### config.mk
export PLATFORM = sky130hd
export DESIGN_NAME = rhc_handshake_ctrl
export DESIGN_NICKNAME = d
export VERILOG_FILES = /design/src/design/rhc_pkg.sv /design/src/design/rhc_handshake_ctrl.sv
export VERILOG_INCLUDE_DIRS = /design/src /design/src/design
export SDC_FILE = /design/constraint.sdc
export NUM_CORES = 1
export LEC_CHECK = 0
export BUFFER_PORTS_ARGS = -buffer_cell sky130_fd_sc_hd__buf_2
export CORE_MARGIN = 4
export CORE_UTILIZATION = 46
export CTS_BUF_LIST = sky130_fd_sc_hd__clkbuf_16
export CTS_CLUSTER_DIAMETER = 200
export DETAILED_ROUTE_END_ITERATION = 16
export PLACE_DENSITY = 0.85
export SETUP_SLACK_MARGIN = 0.5
export SLEW_MARGIN = 20
export SYNTH_ARGS = -nofsm -noshare
export SYNTH_HDL_FRONTEND = slang
export SYNTH_SLANG_ARGS = --single-unit
### constraint.sdc
create_clock -name aclk -period 4.5 [get_ports aclk]
set_input_delay 0.225 -clock aclk [delete_from_list [all_inputs] [get_ports aclk]]
set_output_delay 0.225 -clock aclk [all_outputs]
set_load 0.01 [all_outputs]
### src/design/rhc_params.svh
`ifndef RHC_PARAMS_SVH
`define RHC_PARAMS_SVH
// register byte offsets on the axi4-lite slave
`define RHC_OFF_OVERRIDE 12'h010
`define RHC_OFF_STATUS 12'h014
`define RHC_OFF_MASK 12'h024
`define RHC_OFF_OPTION 12'h028
`define RHC_OFF_EOL1 12'h030
`define RHC_OFF_EOL2 12'h034
`define RHC_OFF_CTRL 12'h040
// field positions
`define RHC_MSK_CTS 1
`define RHC_MSK_DSR 2
`define RHC_MSK_DCD 3
`define RHC_OPT_AUTO_RTS 0
`define RHC_OVR_RTS_VAL 0
`define RHC_OVR_DTR_VAL 1
`define RHC_OVR_RTS_EN 2
`define RHC_OVR_DTR_EN 3
`define RHC_CTL_DISC 0
`define RHC_CTL_RECOVER 1
// reset values
`define RHC_MASK_RST 8'h0e
`define RHC_EOL1_RST 8'h0d
`define RHC_EOL2_RST 8'h0a
`endif

### src/design/rhc_pkg.sv
package rhc_pkg;
  // auto request-to-send sequencer states
  typedef enum logic [1:0] {
    RHC_IDLE,
    RHC_WAIT_CTS_LOW,
    RHC_RAISED,
    RHC_EOL_DROP
  } rhc_rts_state_t;
  typedef logic [1:0] rhc_resp_t;
  localparam rhc_resp_t RHC_OKAY = 2'b00;
  localparam rhc_resp_t RHC_SLVERR = 2'b10;
endpackage

### src/design/rhc_handshake_ctrl.sv
// The implementer's own choices: the register addresses and the AXI4-Lite interface to the registers.
`timescale 1ns/1ps
// Functional notes
// - sample data set ready when observed
// - start characters only with observed cts
// - accept receive only with observed dcd
// - drive dtr and rts true when ready
// - autodisconnect forces dtr false
// - option bit zero enables auto rts
// - auto rts follows buffer, drops after eol
// - transmit only with rts and cts true
// - raise rts only after cts seen false
// - stop on empty, eol, or cts false
// - detect eol pair regardless of delete options
// - recovery command restores handshake sequencing
// - default ignores inputs, outputs held true
// - per-input observe mask, ignored reads true
// - mask 010 ignores only cts
// - rts true after reset unless auto
// - status bits 2..0 show live inputs
// - override bits force chosen outputs, except dtr while disconnect is held
`include "rhc_params.svh"
module rhc_handshake_ctrl #(
  parameter int ADDR_W = 12
) (
  // clock and reset
  input wire logic aclk,
  input wire logic aresetn,
  // axi4-lite write address
  input wire logic [ADDR_W-1:0] s_axi_awaddr,
  input wire logic s_axi_awvalid,
  output logic s_axi_awready,
  // axi4-lite write data
  input wire logic [31:0] s_axi_wdata,
  input wire logic [3:0] s_axi_wstrb,
  input wire logic s_axi_wvalid,
  output logic s_axi_wready,
  // axi4-lite write response
  output rhc_pkg::rhc_resp_t s_axi_bresp,
  output logic s_axi_bvalid,
  input wire logic s_axi_bready,
  // axi4-lite read address
  input wire logic [ADDR_W-1:0] s_axi_araddr,
  input wire logic s_axi_arvalid,
  output logic s_axi_arready,
  // axi4-lite read data
  output logic [31:0] s_axi_rdata,
  output rhc_pkg::rhc_resp_t s_axi_rresp,
  output logic s_axi_rvalid,
  input wire logic s_axi_rready,
  // rs-232 handshake pins (true = asserted)
  input wire logic cts_pin,
  input wire logic dsr_pin,
  input wire logic dcd_pin,
  output logic rts_pin,
  output logic dtr_pin,
  // transmitter side
  input wire logic tx_buf_nonempty,
  input wire logic tx_char_valid,
  input wire logic [7:0] tx_char,
  input wire logic tx_char_done,
  output logic tx_start_ok,
  // receiver side
  output logic rx_accept_ok,
  // device-level events
  input wire logic autodisc_req,
  input wire logic dev_clear
);
  import rhc_pkg::*;

  // two-flop synchronisers for the three pins
  // the pins are asynchronous levels; a single flop could hand logic a
  // metastable value, so only the second stage is ever read below.
  // both stages reset to zero: lines read false for two edges after release,
  // which the default mask hides.
  logic [2:0] sync1_ff;
  logic [2:0] sync2_ff;
  always_ff @(posedge aclk) begin
    if (!aresetn) begin
      sync1_ff <= 3'h0;
      sync2_ff <= 3'h0;
    end else begin
      sync1_ff <= {dcd_pin, dsr_pin, cts_pin};
      sync2_ff <= sync1_ff;
    end
  end
  logic cts_s, dsr_s, dcd_s; // synchronised live levels
  assign cts_s = sync2_ff[0];
  assign dsr_s = sync2_ff[1];
  assign dcd_s = sync2_ff[2];

  // software registers
  logic [7:0] mask_ff; // one means ignore
  logic opt_auto_ff; // auto request-to-send option
  logic [3:0] ovr_ff; // output override
  logic [7:0] eol1_ff;
  logic [7:0] eol2_ff;
  logic disc_ff; // autodisconnect held
  logic recover_pulse; // one-cycle recovery strobe

  // effective inputs: ignored lines read as true
  logic cts_eff, dsr_eff, dcd_eff;
  assign cts_eff = cts_s | mask_ff[`RHC_MSK_CTS];
  assign dsr_eff = dsr_s | mask_ff[`RHC_MSK_DSR];
  assign dcd_eff = dcd_s | mask_ff[`RHC_MSK_DCD];

  // axi write channel: take address and data in either order
  logic aw_hold_ff, w_hold_ff;
  logic [ADDR_W-1:0] awaddr_ff;
  logic [31:0] wdata_ff;
  logic [3:0] wstrb_ff;
  logic bvalid_ff;
  logic bresp_err_ff;
  assign s_axi_awready = !aw_hold_ff && !bvalid_ff;
  assign s_axi_wready = !w_hold_ff && !bvalid_ff;
  logic wr_fire; // both halves present this cycle
  assign wr_fire = aw_hold_ff && w_hold_ff && !bvalid_ff;

  function automatic logic known_addr(input logic [ADDR_W-1:0] a);
    case (a)
      `RHC_OFF_OVERRIDE, `RHC_OFF_STATUS, `RHC_OFF_MASK, `RHC_OFF_OPTION,
      `RHC_OFF_EOL1, `RHC_OFF_EOL2, `RHC_OFF_CTRL: known_addr = 1'b1;
      default: known_addr = 1'b0;
    endcase
  endfunction

  // latch write halves and produce the response
  always_ff @(posedge aclk) begin
    if (!aresetn) begin
      aw_hold_ff <= 1'b0;
      w_hold_ff <= 1'b0;
      awaddr_ff <= '0;
      wdata_ff <= 32'h0;
      wstrb_ff <= 4'h0;
      bvalid_ff <= 1'b0;
      bresp_err_ff <= 1'b0;
    end else begin
      if (s_axi_awvalid && s_axi_awready) begin
        aw_hold_ff <= 1'b1;
        awaddr_ff <= s_axi_awaddr;
      end
      if (s_axi_wvalid && s_axi_wready) begin
        w_hold_ff <= 1'b1;
        wdata_ff <= s_axi_wdata;
        wstrb_ff <= s_axi_wstrb;
      end
      if (wr_fire) begin
        aw_hold_ff <= 1'b0;
        w_hold_ff <= 1'b0;
        bvalid_ff <= 1'b1;
        bresp_err_ff <= !known_addr(awaddr_ff);
      end else if (bvalid_ff && s_axi_bready) begin
        bvalid_ff <= 1'b0;
      end
    end
  end
  assign s_axi_bvalid = bvalid_ff;
  assign s_axi_bresp = bresp_err_ff ? RHC_SLVERR : RHC_OKAY;

  // register updates; only byte lane 0 carries fields
  logic wr_lane0;
  assign wr_lane0 = wr_fire && wstrb_ff[0];
  always_ff @(posedge aclk) begin
    if (!aresetn) begin
      mask_ff <= `RHC_MASK_RST;
      opt_auto_ff <= 1'b0;
      ovr_ff <= 4'h0;
      eol1_ff <= `RHC_EOL1_RST;
      eol2_ff <= `RHC_EOL2_RST;
    end else if (wr_lane0) begin
      case (awaddr_ff)
        `RHC_OFF_MASK: mask_ff <= wdata_ff[7:0];
        `RHC_OFF_OPTION: opt_auto_ff <= wdata_ff[`RHC_OPT_AUTO_RTS];
        `RHC_OFF_OVERRIDE: ovr_ff <= wdata_ff[3:0];
        `RHC_OFF_EOL1: eol1_ff <= wdata_ff[7:0];
        `RHC_OFF_EOL2: eol2_ff <= wdata_ff[7:0];
        default: ;
      endcase
    end
  end

  // control register: disconnect level and recovery strobe
  logic ctrl_wr;
  assign ctrl_wr = wr_lane0 && (awaddr_ff == `RHC_OFF_CTRL);
  assign recover_pulse = (ctrl_wr && wdata_ff[`RHC_CTL_RECOVER]) || dev_clear;
  always_ff @(posedge aclk) begin
    if (!aresetn) begin
      disc_ff <= 1'b0;
    end else if (autodisc_req) begin
      disc_ff <= 1'b1; // set wins over a clear in the same cycle
    end else if (ctrl_wr) begin
      disc_ff <= wdata_ff[`RHC_CTL_DISC];
    end
  end

  // axi read channel: one-cycle answer
  // status reads the synchronised levels, not the masked ones, so software
  // sees the partner as it is even while a line is ignored.
  logic rvalid_ff;
  logic [31:0] rdata_ff;
  logic rresp_err_ff;
  assign s_axi_arready = !rvalid_ff;
  always_ff @(posedge aclk) begin
    if (!aresetn) begin
      rvalid_ff <= 1'b0;
      rdata_ff <= 32'h0;
      rresp_err_ff <= 1'b0;
    end else if (s_axi_arvalid && s_axi_arready) begin
      rvalid_ff <= 1'b1;
      rresp_err_ff <= !known_addr(s_axi_araddr);
      case (s_axi_araddr)
        `RHC_OFF_OVERRIDE: rdata_ff <= {28'h0, ovr_ff};
        `RHC_OFF_STATUS: rdata_ff <= {29'h0, dcd_s, dsr_s, cts_s};
        `RHC_OFF_MASK: rdata_ff <= {24'h0, mask_ff};
        `RHC_OFF_OPTION: rdata_ff <= {31'h0, opt_auto_ff};
        `RHC_OFF_EOL1: rdata_ff <= {24'h0, eol1_ff};
        `RHC_OFF_EOL2: rdata_ff <= {24'h0, eol2_ff};
        `RHC_OFF_CTRL: rdata_ff <= {31'h0, disc_ff};
        default: rdata_ff <= 32'h0;
      endcase
    end else if (rvalid_ff && s_axi_rready) begin
      rvalid_ff <= 1'b0;
    end
  end
  assign s_axi_rvalid = rvalid_ff;
  assign s_axi_rdata = rdata_ff;
  assign s_axi_rresp = rresp_err_ff ? RHC_SLVERR : RHC_OKAY;

  // end-of-line detector on sent characters, independent of delete/insert
  logic prev_eol1_ff; // last sent char matched the first eol char
  logic eol_sent; // pair completed on this character
  assign eol_sent = tx_char_done && tx_char_valid && prev_eol1_ff
                    && (tx_char == eol2_ff);
  always_ff @(posedge aclk) begin
    if (!aresetn || recover_pulse) begin
      prev_eol1_ff <= 1'b0;
    end else if (tx_char_done && tx_char_valid) begin
      prev_eol1_ff <= (tx_char == eol1_ff);
    end
  end

  // auto request-to-send sequencer
  // held in idle while the option is off, so turning it on always starts
  // from a clean wait-for-cts-low handshake.
  // a partner that never drops cts parks the sequencer in the wait state;
  // only an empty buffer, clearing the option, a recovery strobe or device clear frees it.
  rhc_rts_state_t st_ff, nxt_st;
  always_comb begin
    nxt_st = st_ff;
    case (st_ff)
      RHC_IDLE: if (tx_buf_nonempty) nxt_st = RHC_WAIT_CTS_LOW;
      // wait for cts low before raising, so a stale cts cannot clock data
      RHC_WAIT_CTS_LOW: begin
        if (!tx_buf_nonempty) nxt_st = RHC_IDLE;
        else if (!cts_eff) nxt_st = RHC_RAISED;
      end
      RHC_RAISED: begin
        if (eol_sent) nxt_st = RHC_EOL_DROP;
        else if (!tx_buf_nonempty) nxt_st = RHC_IDLE;
      end
      RHC_EOL_DROP: nxt_st = RHC_IDLE; // one cycle here; rts stays low through idle and the wait state
      default: nxt_st = RHC_IDLE;
    endcase
  end
  always_ff @(posedge aclk) begin
    if (!aresetn || !opt_auto_ff || recover_pulse) begin
      st_ff <= RHC_IDLE;
    end else begin
      st_ff <= nxt_st;
    end
  end

  // automatic output levels, then override, then disconnect
  logic rts_auto, rts_q_ff, dtr_q_ff;
  assign rts_auto = opt_auto_ff ? (st_ff == RHC_RAISED) : 1'b1;
  always_ff @(posedge aclk) begin
    if (!aresetn) begin
      rts_q_ff <= 1'b1;
      dtr_q_ff <= 1'b1;
    end else begin
      rts_q_ff <= ovr_ff[`RHC_OVR_RTS_EN] ? ovr_ff[`RHC_OVR_RTS_VAL] : rts_auto;
      dtr_q_ff <= disc_ff ? 1'b0
                : (ovr_ff[`RHC_OVR_DTR_EN] ? ovr_ff[`RHC_OVR_DTR_VAL] : 1'b1);
    end
  end
  assign rts_pin = rts_q_ff;
  assign dtr_pin = dtr_q_ff;

  // transfer gating
  assign tx_start_ok = rts_q_ff && cts_eff && dsr_eff && tx_buf_nonempty;
  assign rx_accept_ok = dcd_eff;

  // assertions
  AST_DTR_DISC: assert property (@(posedge aclk) disable iff (!aresetn)
    disc_ff |=> !dtr_pin) else $error("dtr not low during disconnect");
  AST_TX_GATE: assert property (@(posedge aclk) disable iff (!aresetn)
    tx_start_ok |-> (cts_s || mask_ff[`RHC_MSK_CTS])) else $error("start without cts");
  AST_RX_GATE: assert property (@(posedge aclk) disable iff (!aresetn)
    (!dcd_s && !mask_ff[`RHC_MSK_DCD]) |-> !rx_accept_ok) else $error("rx without dcd");
  AST_RTS_GATE: assert property (@(posedge aclk) disable iff (!aresetn)
    tx_start_ok |-> rts_pin) else $error("start without rts");
  AST_RTS_FIXED: assert property (@(posedge aclk) disable iff (!aresetn)
    (!opt_auto_ff && !ovr_ff[`RHC_OVR_RTS_EN]) [*2] |-> rts_pin) else $error("rts dropped");
  AST_WAIT_LOW: assert property (@(posedge aclk) disable iff (!aresetn)
    (st_ff == RHC_WAIT_CTS_LOW && cts_eff && opt_auto_ff && !recover_pulse)
    |=> st_ff != RHC_RAISED) else $error("rts raised while cts true");
  AST_EOL_DROP: assert property (@(posedge aclk) disable iff (!aresetn)
    (st_ff == RHC_RAISED && eol_sent && opt_auto_ff && !recover_pulse
     && !ovr_ff[`RHC_OVR_RTS_EN]) |=> ##1 !rts_pin) else $error("rts not dropped at eol");
  AST_EMPTY_DROP: assert property (@(posedge aclk) disable iff (!aresetn)
    (opt_auto_ff && !tx_buf_nonempty && !ovr_ff[`RHC_OVR_RTS_EN]) [*3] |-> !rts_pin)
    else $error("rts high with empty buffer");
  AST_OVR_RTS: assert property (@(posedge aclk) disable iff (!aresetn)
    ovr_ff[`RHC_OVR_RTS_EN] |=> rts_pin == $past(ovr_ff[`RHC_OVR_RTS_VAL]))
    else $error("rts override ignored");
  // an observed low dsr blocks any new character
  AST_DSR_GATE: assert property (@(posedge aclk) disable iff (!aresetn)
    (!dsr_s && !mask_ff[`RHC_MSK_DSR]) |-> !tx_start_ok)
    else $error("start without dsr");
  // an ignored or true dcd lets received characters in
  AST_RX_OPEN: assert property (@(posedge aclk) disable iff (!aresetn)
    dcd_eff |-> rx_accept_ok)
    else $error("rx refused with dcd open");
  // with cts ignored, dsr alone decides readiness
  AST_CTS_IGNORED: assert property (@(posedge aclk) disable iff (!aresetn)
    (mask_ff[`RHC_MSK_CTS] && rts_pin && dsr_eff && tx_buf_nonempty) |-> tx_start_ok)
    else $error("start refused with cts ignored");
  // dtr stays true unless disconnected or forced
  AST_DTR_HOLD: assert property (@(posedge aclk) disable iff (!aresetn)
    (!disc_ff && !ovr_ff[`RHC_OVR_DTR_EN]) |=> dtr_pin)
    else $error("dtr dropped without cause");
  // forced dtr follows its value bit when no disconnect is held
  AST_OVR_DTR: assert property (@(posedge aclk) disable iff (!aresetn)
    (ovr_ff[`RHC_OVR_DTR_EN] && !disc_ff) |=> dtr_pin == $past(ovr_ff[`RHC_OVR_DTR_VAL]))
    else $error("dtr override ignored");
  // auto mode: rts is low outside the raised state
  AST_AUTO_LOW: assert property (@(posedge aclk) disable iff (!aresetn)
    (opt_auto_ff && st_ff != RHC_RAISED && !ovr_ff[`RHC_OVR_RTS_EN]) |=> !rts_pin)
    else $error("auto rts high outside raised");
  // auto mode: rts is high in the raised state
  AST_AUTO_HIGH: assert property (@(posedge aclk) disable iff (!aresetn)
    (opt_auto_ff && st_ff == RHC_RAISED && !ovr_ff[`RHC_OVR_RTS_EN]) |=> rts_pin)
    else $error("auto rts low while raised");
  // the raised state is only reached through the wait-for-low state
  AST_RAISE_PATH: assert property (@(posedge aclk) disable iff (!aresetn)
    (st_ff == RHC_RAISED)
    |-> ($past(st_ff) == RHC_WAIT_CTS_LOW || $past(st_ff) == RHC_RAISED))
    else $error("raised without waiting for cts low");
  // recovery always returns the sequencer to idle
  AST_RECOVER: assert property (@(posedge aclk) disable iff (!aresetn)
    recover_pulse |=> st_ff == RHC_IDLE)
    else $error("recovery did not reset sequencer");
  // a completed end-of-line pair moves to the drop state
  AST_EOL_STATE: assert property (@(posedge aclk) disable iff (!aresetn)
    (st_ff == RHC_RAISED && eol_sent && opt_auto_ff && !recover_pulse)
    |=> st_ff == RHC_EOL_DROP) else $error("eol pair not detected");
  // with the option clear the sequencer stays idle
  AST_OPT_OFF: assert property (@(posedge aclk) disable iff (!aresetn)
    !opt_auto_ff |=> st_ff == RHC_IDLE)
    else $error("sequencer ran with option off");
  // a disconnect request always latches
  AST_DISC_SET: assert property (@(posedge aclk) disable iff (!aresetn)
    autodisc_req |=> disc_ff)
    else $error("disconnect request lost");
  // status read returns the synchronised levels of the accepting edge
  AST_STATUS_LIVE: assert property (@(posedge aclk) disable iff (!aresetn)
    (s_axi_arvalid && s_axi_arready && s_axi_araddr == `RHC_OFF_STATUS)
    |=> s_axi_rdata[2:0] == $past({dcd_s, dsr_s, cts_s})) else $error("status not live");
  // no character starts while rts is low
  AST_RTS_START: assert property (@(posedge aclk) disable iff (!aresetn)
    !rts_pin |-> !tx_start_ok)
    else $error("start with rts low");
  COV_AUTO_RAISE: cover property (@(posedge aclk) st_ff == RHC_WAIT_CTS_LOW ##1 st_ff == RHC_RAISED);
  // partner pauses a raised transfer by dropping cts
  COV_CTS_PAUSE: cover property (@(posedge aclk) st_ff == RHC_RAISED && !cts_eff);
  COV_EOL: cover property (@(posedge aclk) st_ff == RHC_EOL_DROP);
  COV_DISC: cover property (@(posedge aclk) disc_ff && !dtr_pin);
endmodule // rhc_handshake_ctrl

Yosys cells after proc, flatten, opt, wreduce, memory -nomap -nowiden
Index checks and enable logic that the tools add are counted.
W data, S select, Z words.
{"block": "totals", "ff_bits": 100, "input_bits": 83, "output_inout_bits": 45, "elab_cells": 116}
{"block": "classes", "eq_ne": 22, "mux": 25, "bitwise_logic": 4, "reduce_logical": 43}
{"operator": "$eq A12 B6 Y1 const B", "n": 8}
{"operator": "$pmux W8 S7", "n": 1}
{"operator": "$eq A12 B5 Y1 const B", "n": 4}
{"operator": "$eq A12 B7 Y1 const B", "n": 2}
{"operator": "$logic_and A1 B1 Y1", "n": 18}
{"operator": "$eq A8 B8 Y1", "n": 2}
{"operator": "$mux W1", "n": 16}
{"operator": "$mux W2", "n": 7}
{"operator": "$reduce_or A7 Y1", "n": 2}
{"operator": "$reduce_and A2 Y1", "n": 5}
{"operator": "$logic_not A1 Y1", "n": 8}
{"operator": "$pmux W2 S4", "n": 1}
{"operator": "$ne A3 B3 Y1 const B", "n": 2}
{"operator": "$reduce_bool A2 Y1", "n": 3}
{"operator": "$eq A2 B2 Y1 const B", "n": 2}
{"operator": "$logic_or A1 B1 Y1", "n": 4}
{"operator": "$or A1 B1 Y1", "n": 3}
{"operator": "$reduce_and A3 Y1", "n": 1}
{"operator": "$eq A2 B1 Y1 const B", "n": 1}
{"operator": "$logic_not A2 Y1", "n": 1}
{"operator": "$ne A2 B2 Y1 const B", "n": 1}
{"operator": "$reduce_or A2 Y1", "n": 1}
{"operator": "$not A1 Y1", "n": 1}

Longest topological paths before layout
{"block": "depth", "word_depth": 7, "ltp_mapped": 5, "mapped_depth_nobuf": 4}

Worst setup path before layout
OpenSTA, ideal clock, no wires.
{"block": "synth_timing", "path_kind": "input to register", "startpoint": "in s_axi_araddr[9]", "endpoint": "reg rdata_ff[0] (netlist: s_axi_rdata[0])", "setup_time_ns": 0.086, "arrival_time_ns": 1.622, "required_ns": 4.414, "path_slack_ns": 2.791, "stages": 4, "n_path_buf": 0, "cell_sequence": "or4_4 or4_4 o221a_1 a221oi_2"}
{"block": "synth_via", "elab_chain_cells": 2, "word_cells_on_any_way": 8, "classes_between": "7 x eq/ne; 1 x mux"}
{"element": "from (decl)", "line": "rhc_handshake_ctrl.sv:43", "rtl": "input wire logic [ADDR_W-1:0] s_axi_araddr,"}
{"element": "$eq A12 B7 Y1 (tied with other cells)", "line": "rhc_handshake_ctrl.sv:211", "rtl": "case (s_axi_araddr)"}
{"element": "$pmux W8 S7 (*)", "line": "rhc_handshake_ctrl.sv:211"}
{"element": "to (signal assigned)", "line": "rhc_handshake_ctrl.sv:212", "rtl": "`RHC_OFF_OVERRIDE: rdata_ff <= {28'h0, ovr_ff};"}
{"element": "to (signal assigned)", "line": "rhc_handshake_ctrl.sv:213", "rtl": "`RHC_OFF_STATUS: rdata_ff <= {29'h0, dcd_s, dsr_s, cts_s};"}
{"element": "to (signal assigned)", "line": "rhc_handshake_ctrl.sv:214", "rtl": "`RHC_OFF_MASK: rdata_ff <= {24'h0, mask_ff};"}
{"element": "to (decl)", "line": "rhc_handshake_ctrl.sv:200", "rtl": "logic [31:0] rdata_ff;"}
Every way passes the cells marked *; elsewhere a longest branch is shown, timed or not.
A chain may end at the register's enable or synchronous reset.

Final worst setup path
{"block": "layout_timing", "startpoint": "reg awaddr_ff[8]", "endpoint": "reg eol2_ff[2]"}
{"block": "layout_via", "elab_chain_cells": 2}
{"element": "from (decl)", "line": "rhc_handshake_ctrl.sv:109", "rtl": "logic [ADDR_W-1:0] awaddr_ff;"}
{"element": "from (signal assigned)", "line": "rhc_handshake_ctrl.sv:140", "rtl": "awaddr_ff <= s_axi_awaddr;"}
{"element": "$eq A12 B6 Y1", "line": "rhc_handshake_ctrl.sv:171", "rtl": "case (awaddr_ff)"}
{"element": "$reduce_and A2 Y1 (no source line)"}
{"element": "to (signal assigned)", "line": "rhc_handshake_ctrl.sv:169", "rtl": "eol2_ff <= `RHC_EOL2_RST;"}
{"element": "to (signal assigned)", "line": "rhc_handshake_ctrl.sv:176", "rtl": "`RHC_OFF_EOL2: eol2_ff <= wdata_ff[7:0];"}
{"element": "to (decl)", "line": "rhc_handshake_ctrl.sv:97", "rtl": "logic [7:0] eol2_ff;"}
No other way between the ends.

==> results.txt <==
- Setup violations remaining at the end of the flow were counted as 0.
- In this run the power density over the cells is 355 nW/um^2.
* Max Clock Skew: roughly 6.3 ps
- Hold path startpoint: dev_clear
* Post-synthesis sequential element count: 76
- Share of synthesized flip-flops with an asynchronous set or reset: 0%
* Routed Wire Length: slightly below 9000 um
- The final count of pins violating max slew came to 0.
* Final non-filler cell total: 608
* Floorplan die area: 9730 um^2
- Count of synthesis-stage warnings from yosys: 0
- The worst register-to-register path has a setup slack of 2290 ps.
- For this design the top-level I/O count stands at 128.
- Setup repair after global routing left no endpoint under its margin.
- Fill count: 742
- For the pin with the worst max-slew slack, the measured transition is 1030 ps.
* Pre-Repair DR Iteration Count: 4
- Post-Place Cells: 593
* Growth of design area from synthesis to finish: 14.4%
- Timing would allow up to 0.453 GHz.
* Critical path type: reg -> reg
* Number of enable-type register cells in the synthesized netlist: 0
* Area share of the largest cell type after synthesis: 40.2%
- In the synthesized netlist the dominant register cell turns out to be sky130_fd_sc_hd__dfxtp_1.
- Post-synthesis cell type with the largest combined area: sky130_fd_sc_hd__dfxtp_1
* Root cell of the clock tree: sky130_fd_sc_hd__clkbuf_16
- Antenna diodes: 0
- At the end of the flow, the number of nets in the layout was 585.
- Routed length per placed instance: 14.6 um
- Across every metal layer, demand over resource in global routing totals approximately a fifth.
- Clock buffer count from CTS: 9
* Final worst-path cycle share: 49.0%
- The via count of the first global-routing pass came to 3207.
- The first global-routing pass estimated roughly 15000 um of wire.
* Count of buffers from port buffering: 74
* Family with the most delay on the worst path: simple AND/OR/NAND/NOR gates
- In the final layout, flip-flops and latches occupy 1520 um^2.
- Routability congestion estimate: 0.911
- Among all stages on the critical path, the largest delay is contributed by sky130_fd_sc_hd__nor4_1.
- Hpwl dp: 6710 um
- The largest single stage delay on the critical path is 620 ps.
- Global routing finished with a remaining overflow of 0.
- The detailed router finished its first iteration with 174 violations.
- The signal on the critical path passes through nor4_1 > and4_1 > and3_1 > mux2i_1.
* Fraction of final layout cells with drive strength greater than 1: approximately a fifth
- Critical R2R Capture: eol2_ff[2]
* Instance count of the mapped netlist: 441
- Hold Path Stages: 2
- Total area of multi-input combinational cells: 2000 um^2
- ANT nets after route: 0
* Clock tree from TritonCTS: built
- STA puts the critical path data arrival time at 2450 ps.
* Clock tree sinks: 76
- Number of buffers and inverters on the critical path: 0
- In this run the post-CTS setup repair buffer count came out at 0.
- Number of buffers inserted by hold repair at cts: 0
- Sequential fraction of the synthesis area: approximately two fifths
- The worst register-to-register path has a depth of 4.
- Of all nets on the critical path, the largest fanout is 8.
* Die Span X: 98.7 um
* Worst VDD drop: approximately 240 uV
- DIE HEIGHT: 98.7 um
- In this run the number of H-tree levels came out at 3.
* Most area-consuming cells after synthesis: sky130_fd_sc_hd__dfxtp_1 (40%), sky130_fd_sc_hd__mux2i_1 (7.7%), sky130_fd_sc_hd__nand2_1 (7.5%)
- The path with the worst hold slack has its endpoint at prev_eol1_ff.
* Via density per instance: 5.37
* Status: completed
- Cells fill 55.1% of the core in the end.
* Setup TNS: 0 ps
- In this run, post-CTS repair resized a total of 0 instances.
* Post-synthesis instance area: 3780 um^2
* Site Rows: 32
* Post-Syn Area per Cell: 8.57 um^2
* Clock buffer depth: 2
- In this run the tightest slew margin relative to its limit is ~30%.
- In this run the static leakage power is 1.79 nW.
- Max-cap violations in this run came to 0.
- STA classifies the critical path endpoint as a register.
- Detailed routing inserted a total of 3267 vias.
- The number of hold violations in the final report was 0.
* Clock network latency to the later pin of the worst-skew pair: 320 ps
- Remaining routing DRC violations: 0
- Counting distinct cell types in the post-synthesis netlist gives 55.
- Clock-pin slew was measured on the worst setup and hold paths at 60 ps.
- Starting density of the core: a little under 50%
- Clock period minus worst slack: approximately 2200 ps
- The path class of the tightest hold or removal check is in -> reg.
- The initial antenna violation count came to 0.
* Required time at the endpoint of the critical path: 4750 ps
* Core outline area: 7850 um^2
- Critical Path Source Type: register
- The worst register-to-register path begins at awaddr_ff[8].
- Entering global routing, the biggest net connects 47 pins.
## power by group
group	internal (mW)	leakage, nW	switching, mW
combinational	0.0563	1.03	0.0932
clock	0.421	0.138	0.255
sequential	0.694	0.619	0.0181
total	1.17	1.79	0.367
## flip-flops by register name (all words and copies together), names as in the netlist, 2 cells and up
register,cells
sync1_ff,3
mask_ff,8
ovr_ff,4
eol2_ff,8
st_ff,2
wdata_ff,8
awaddr_ff,12
s_axi_rdata,8
sync2_ff,3
eol1_ff,8
## synthesized netlist by cell type (all sizes together), types with 2 or more instances
library cell,number
a211o,2
o21ai,17
a22oi,2
nor2b,5
a31oi,5
inv,6
nand4,12
a221oi,3
nor3b,3
and3b,4
a21oi,34
buf,35
nor4,5
mux2i,29
or4,3
o211ai,2
nor4b,2
nand2b,3
nor4bb,5
or2,3
clkbuf,13
and3,2
mux2,6
nand3b,5
xnor2,16
nor2,25
or3b,2
nand2,76
and2,8
dfxtp,76
nor3,3
nand3,10
a211oi,2
o21a,2
or3,3
and4,2
## metal layers
layer  global-route usage (%)  routed length [um]  vias up
met4                     5.88                 167        0
met5                        0                   0        -
met2                     31.9                4300      118
li1                         -                   -     1608
met3                     5.66                 631       19
met1                     22.5                3780     1522
## layout by cell type (no fill, tap or decap), types with 5 or more instances in the layout
cell type                   instances
sky130_fd_sc_hd__nand2_1           76
sky130_fd_sc_hd__dfxtp_1           76
sky130_fd_sc_hd__buf_2             74
sky130_fd_sc_hd__a21oi_1           34
sky130_fd_sc_hd__mux2i_1           29
sky130_fd_sc_hd__conb_1            26
sky130_fd_sc_hd__nor2_1            25
sky130_fd_sc_hd__o21ai_0           17
sky130_fd_sc_hd__xnor2_1           16
sky130_fd_sc_hd__nand4_1           12
sky130_fd_sc_hd__nand3_1            9
sky130_fd_sc_hd__clkbuf_16          9
sky130_fd_sc_hd__and2_1             8
sky130_fd_sc_hd__mux2_2             6
sky130_fd_sc_hd__inv_1              5
sky130_fd_sc_hd__nor4_1             5
sky130_fd_sc_hd__nor2b_1            5
sky130_fd_sc_hd__nand3b_1           5
sky130_fd_sc_hd__nor4bb_1           5
sky130_fd_sc_hd__a31oi_1            5
## how the worst max path moves through the flow
stage / depth (start not counted) / to / startpoint
6_report: 4 / eol2_ff[2] / awaddr_ff[8]
2_1_floorplan: 4 / s_axi_rdata[0] / s_axi_araddr[9]
3_5_place_dp: 4 / eol2_ff[2] / awaddr_ff[8]
3_3_place_gp: 4 / eol2_ff[4] / awaddr_ff[8]
4_1_cts: 4 / eol2_ff[2] / awaddr_ff[8]
5_1_grt: 4 / mask_ff[1] / awaddr_ff[8]
## area by class of cell
type	count	share of cell area (%)
clock buffer	9	5.21
clock inverter	6	1.30
inverter	6	0.521
multi-input combinational	335	46.3
sequential	76	35.2
tap	102	2.95
timing repair buffer	74	8.56
## metrics by stage
stage / total power [mW] / setup slack [ps] / hold WS [ps] / instance area (um^2)
2_1_floorplan: 0.840 / 2790 / 302 / 3870
3_3_place_gp: 0.868 / 2410 / 410 / 4040
3_5_place_dp: 0.873 / 2320 / 408 / 4040
4_1_cts: 1.55 / 2300 / 67.5 / 4330
5_1_grt: 1.60 / 2130 / 65.1 / 4330
6_report: 1.54 / 2290 / 81.1 / 4330
## logic make-up after synthesis
group           count (synthesis)  synth area share (%)
compound gates                 75                  12.0
flops                          76                  40.2
buf+inv                        55                  9.30
xor+xnor                       16                  3.71
other cells                     1                0.0992
mux                            35                  9.46
simple gates                  183                  25.2
Note: power is estimated with default switching activity, not from simulation.
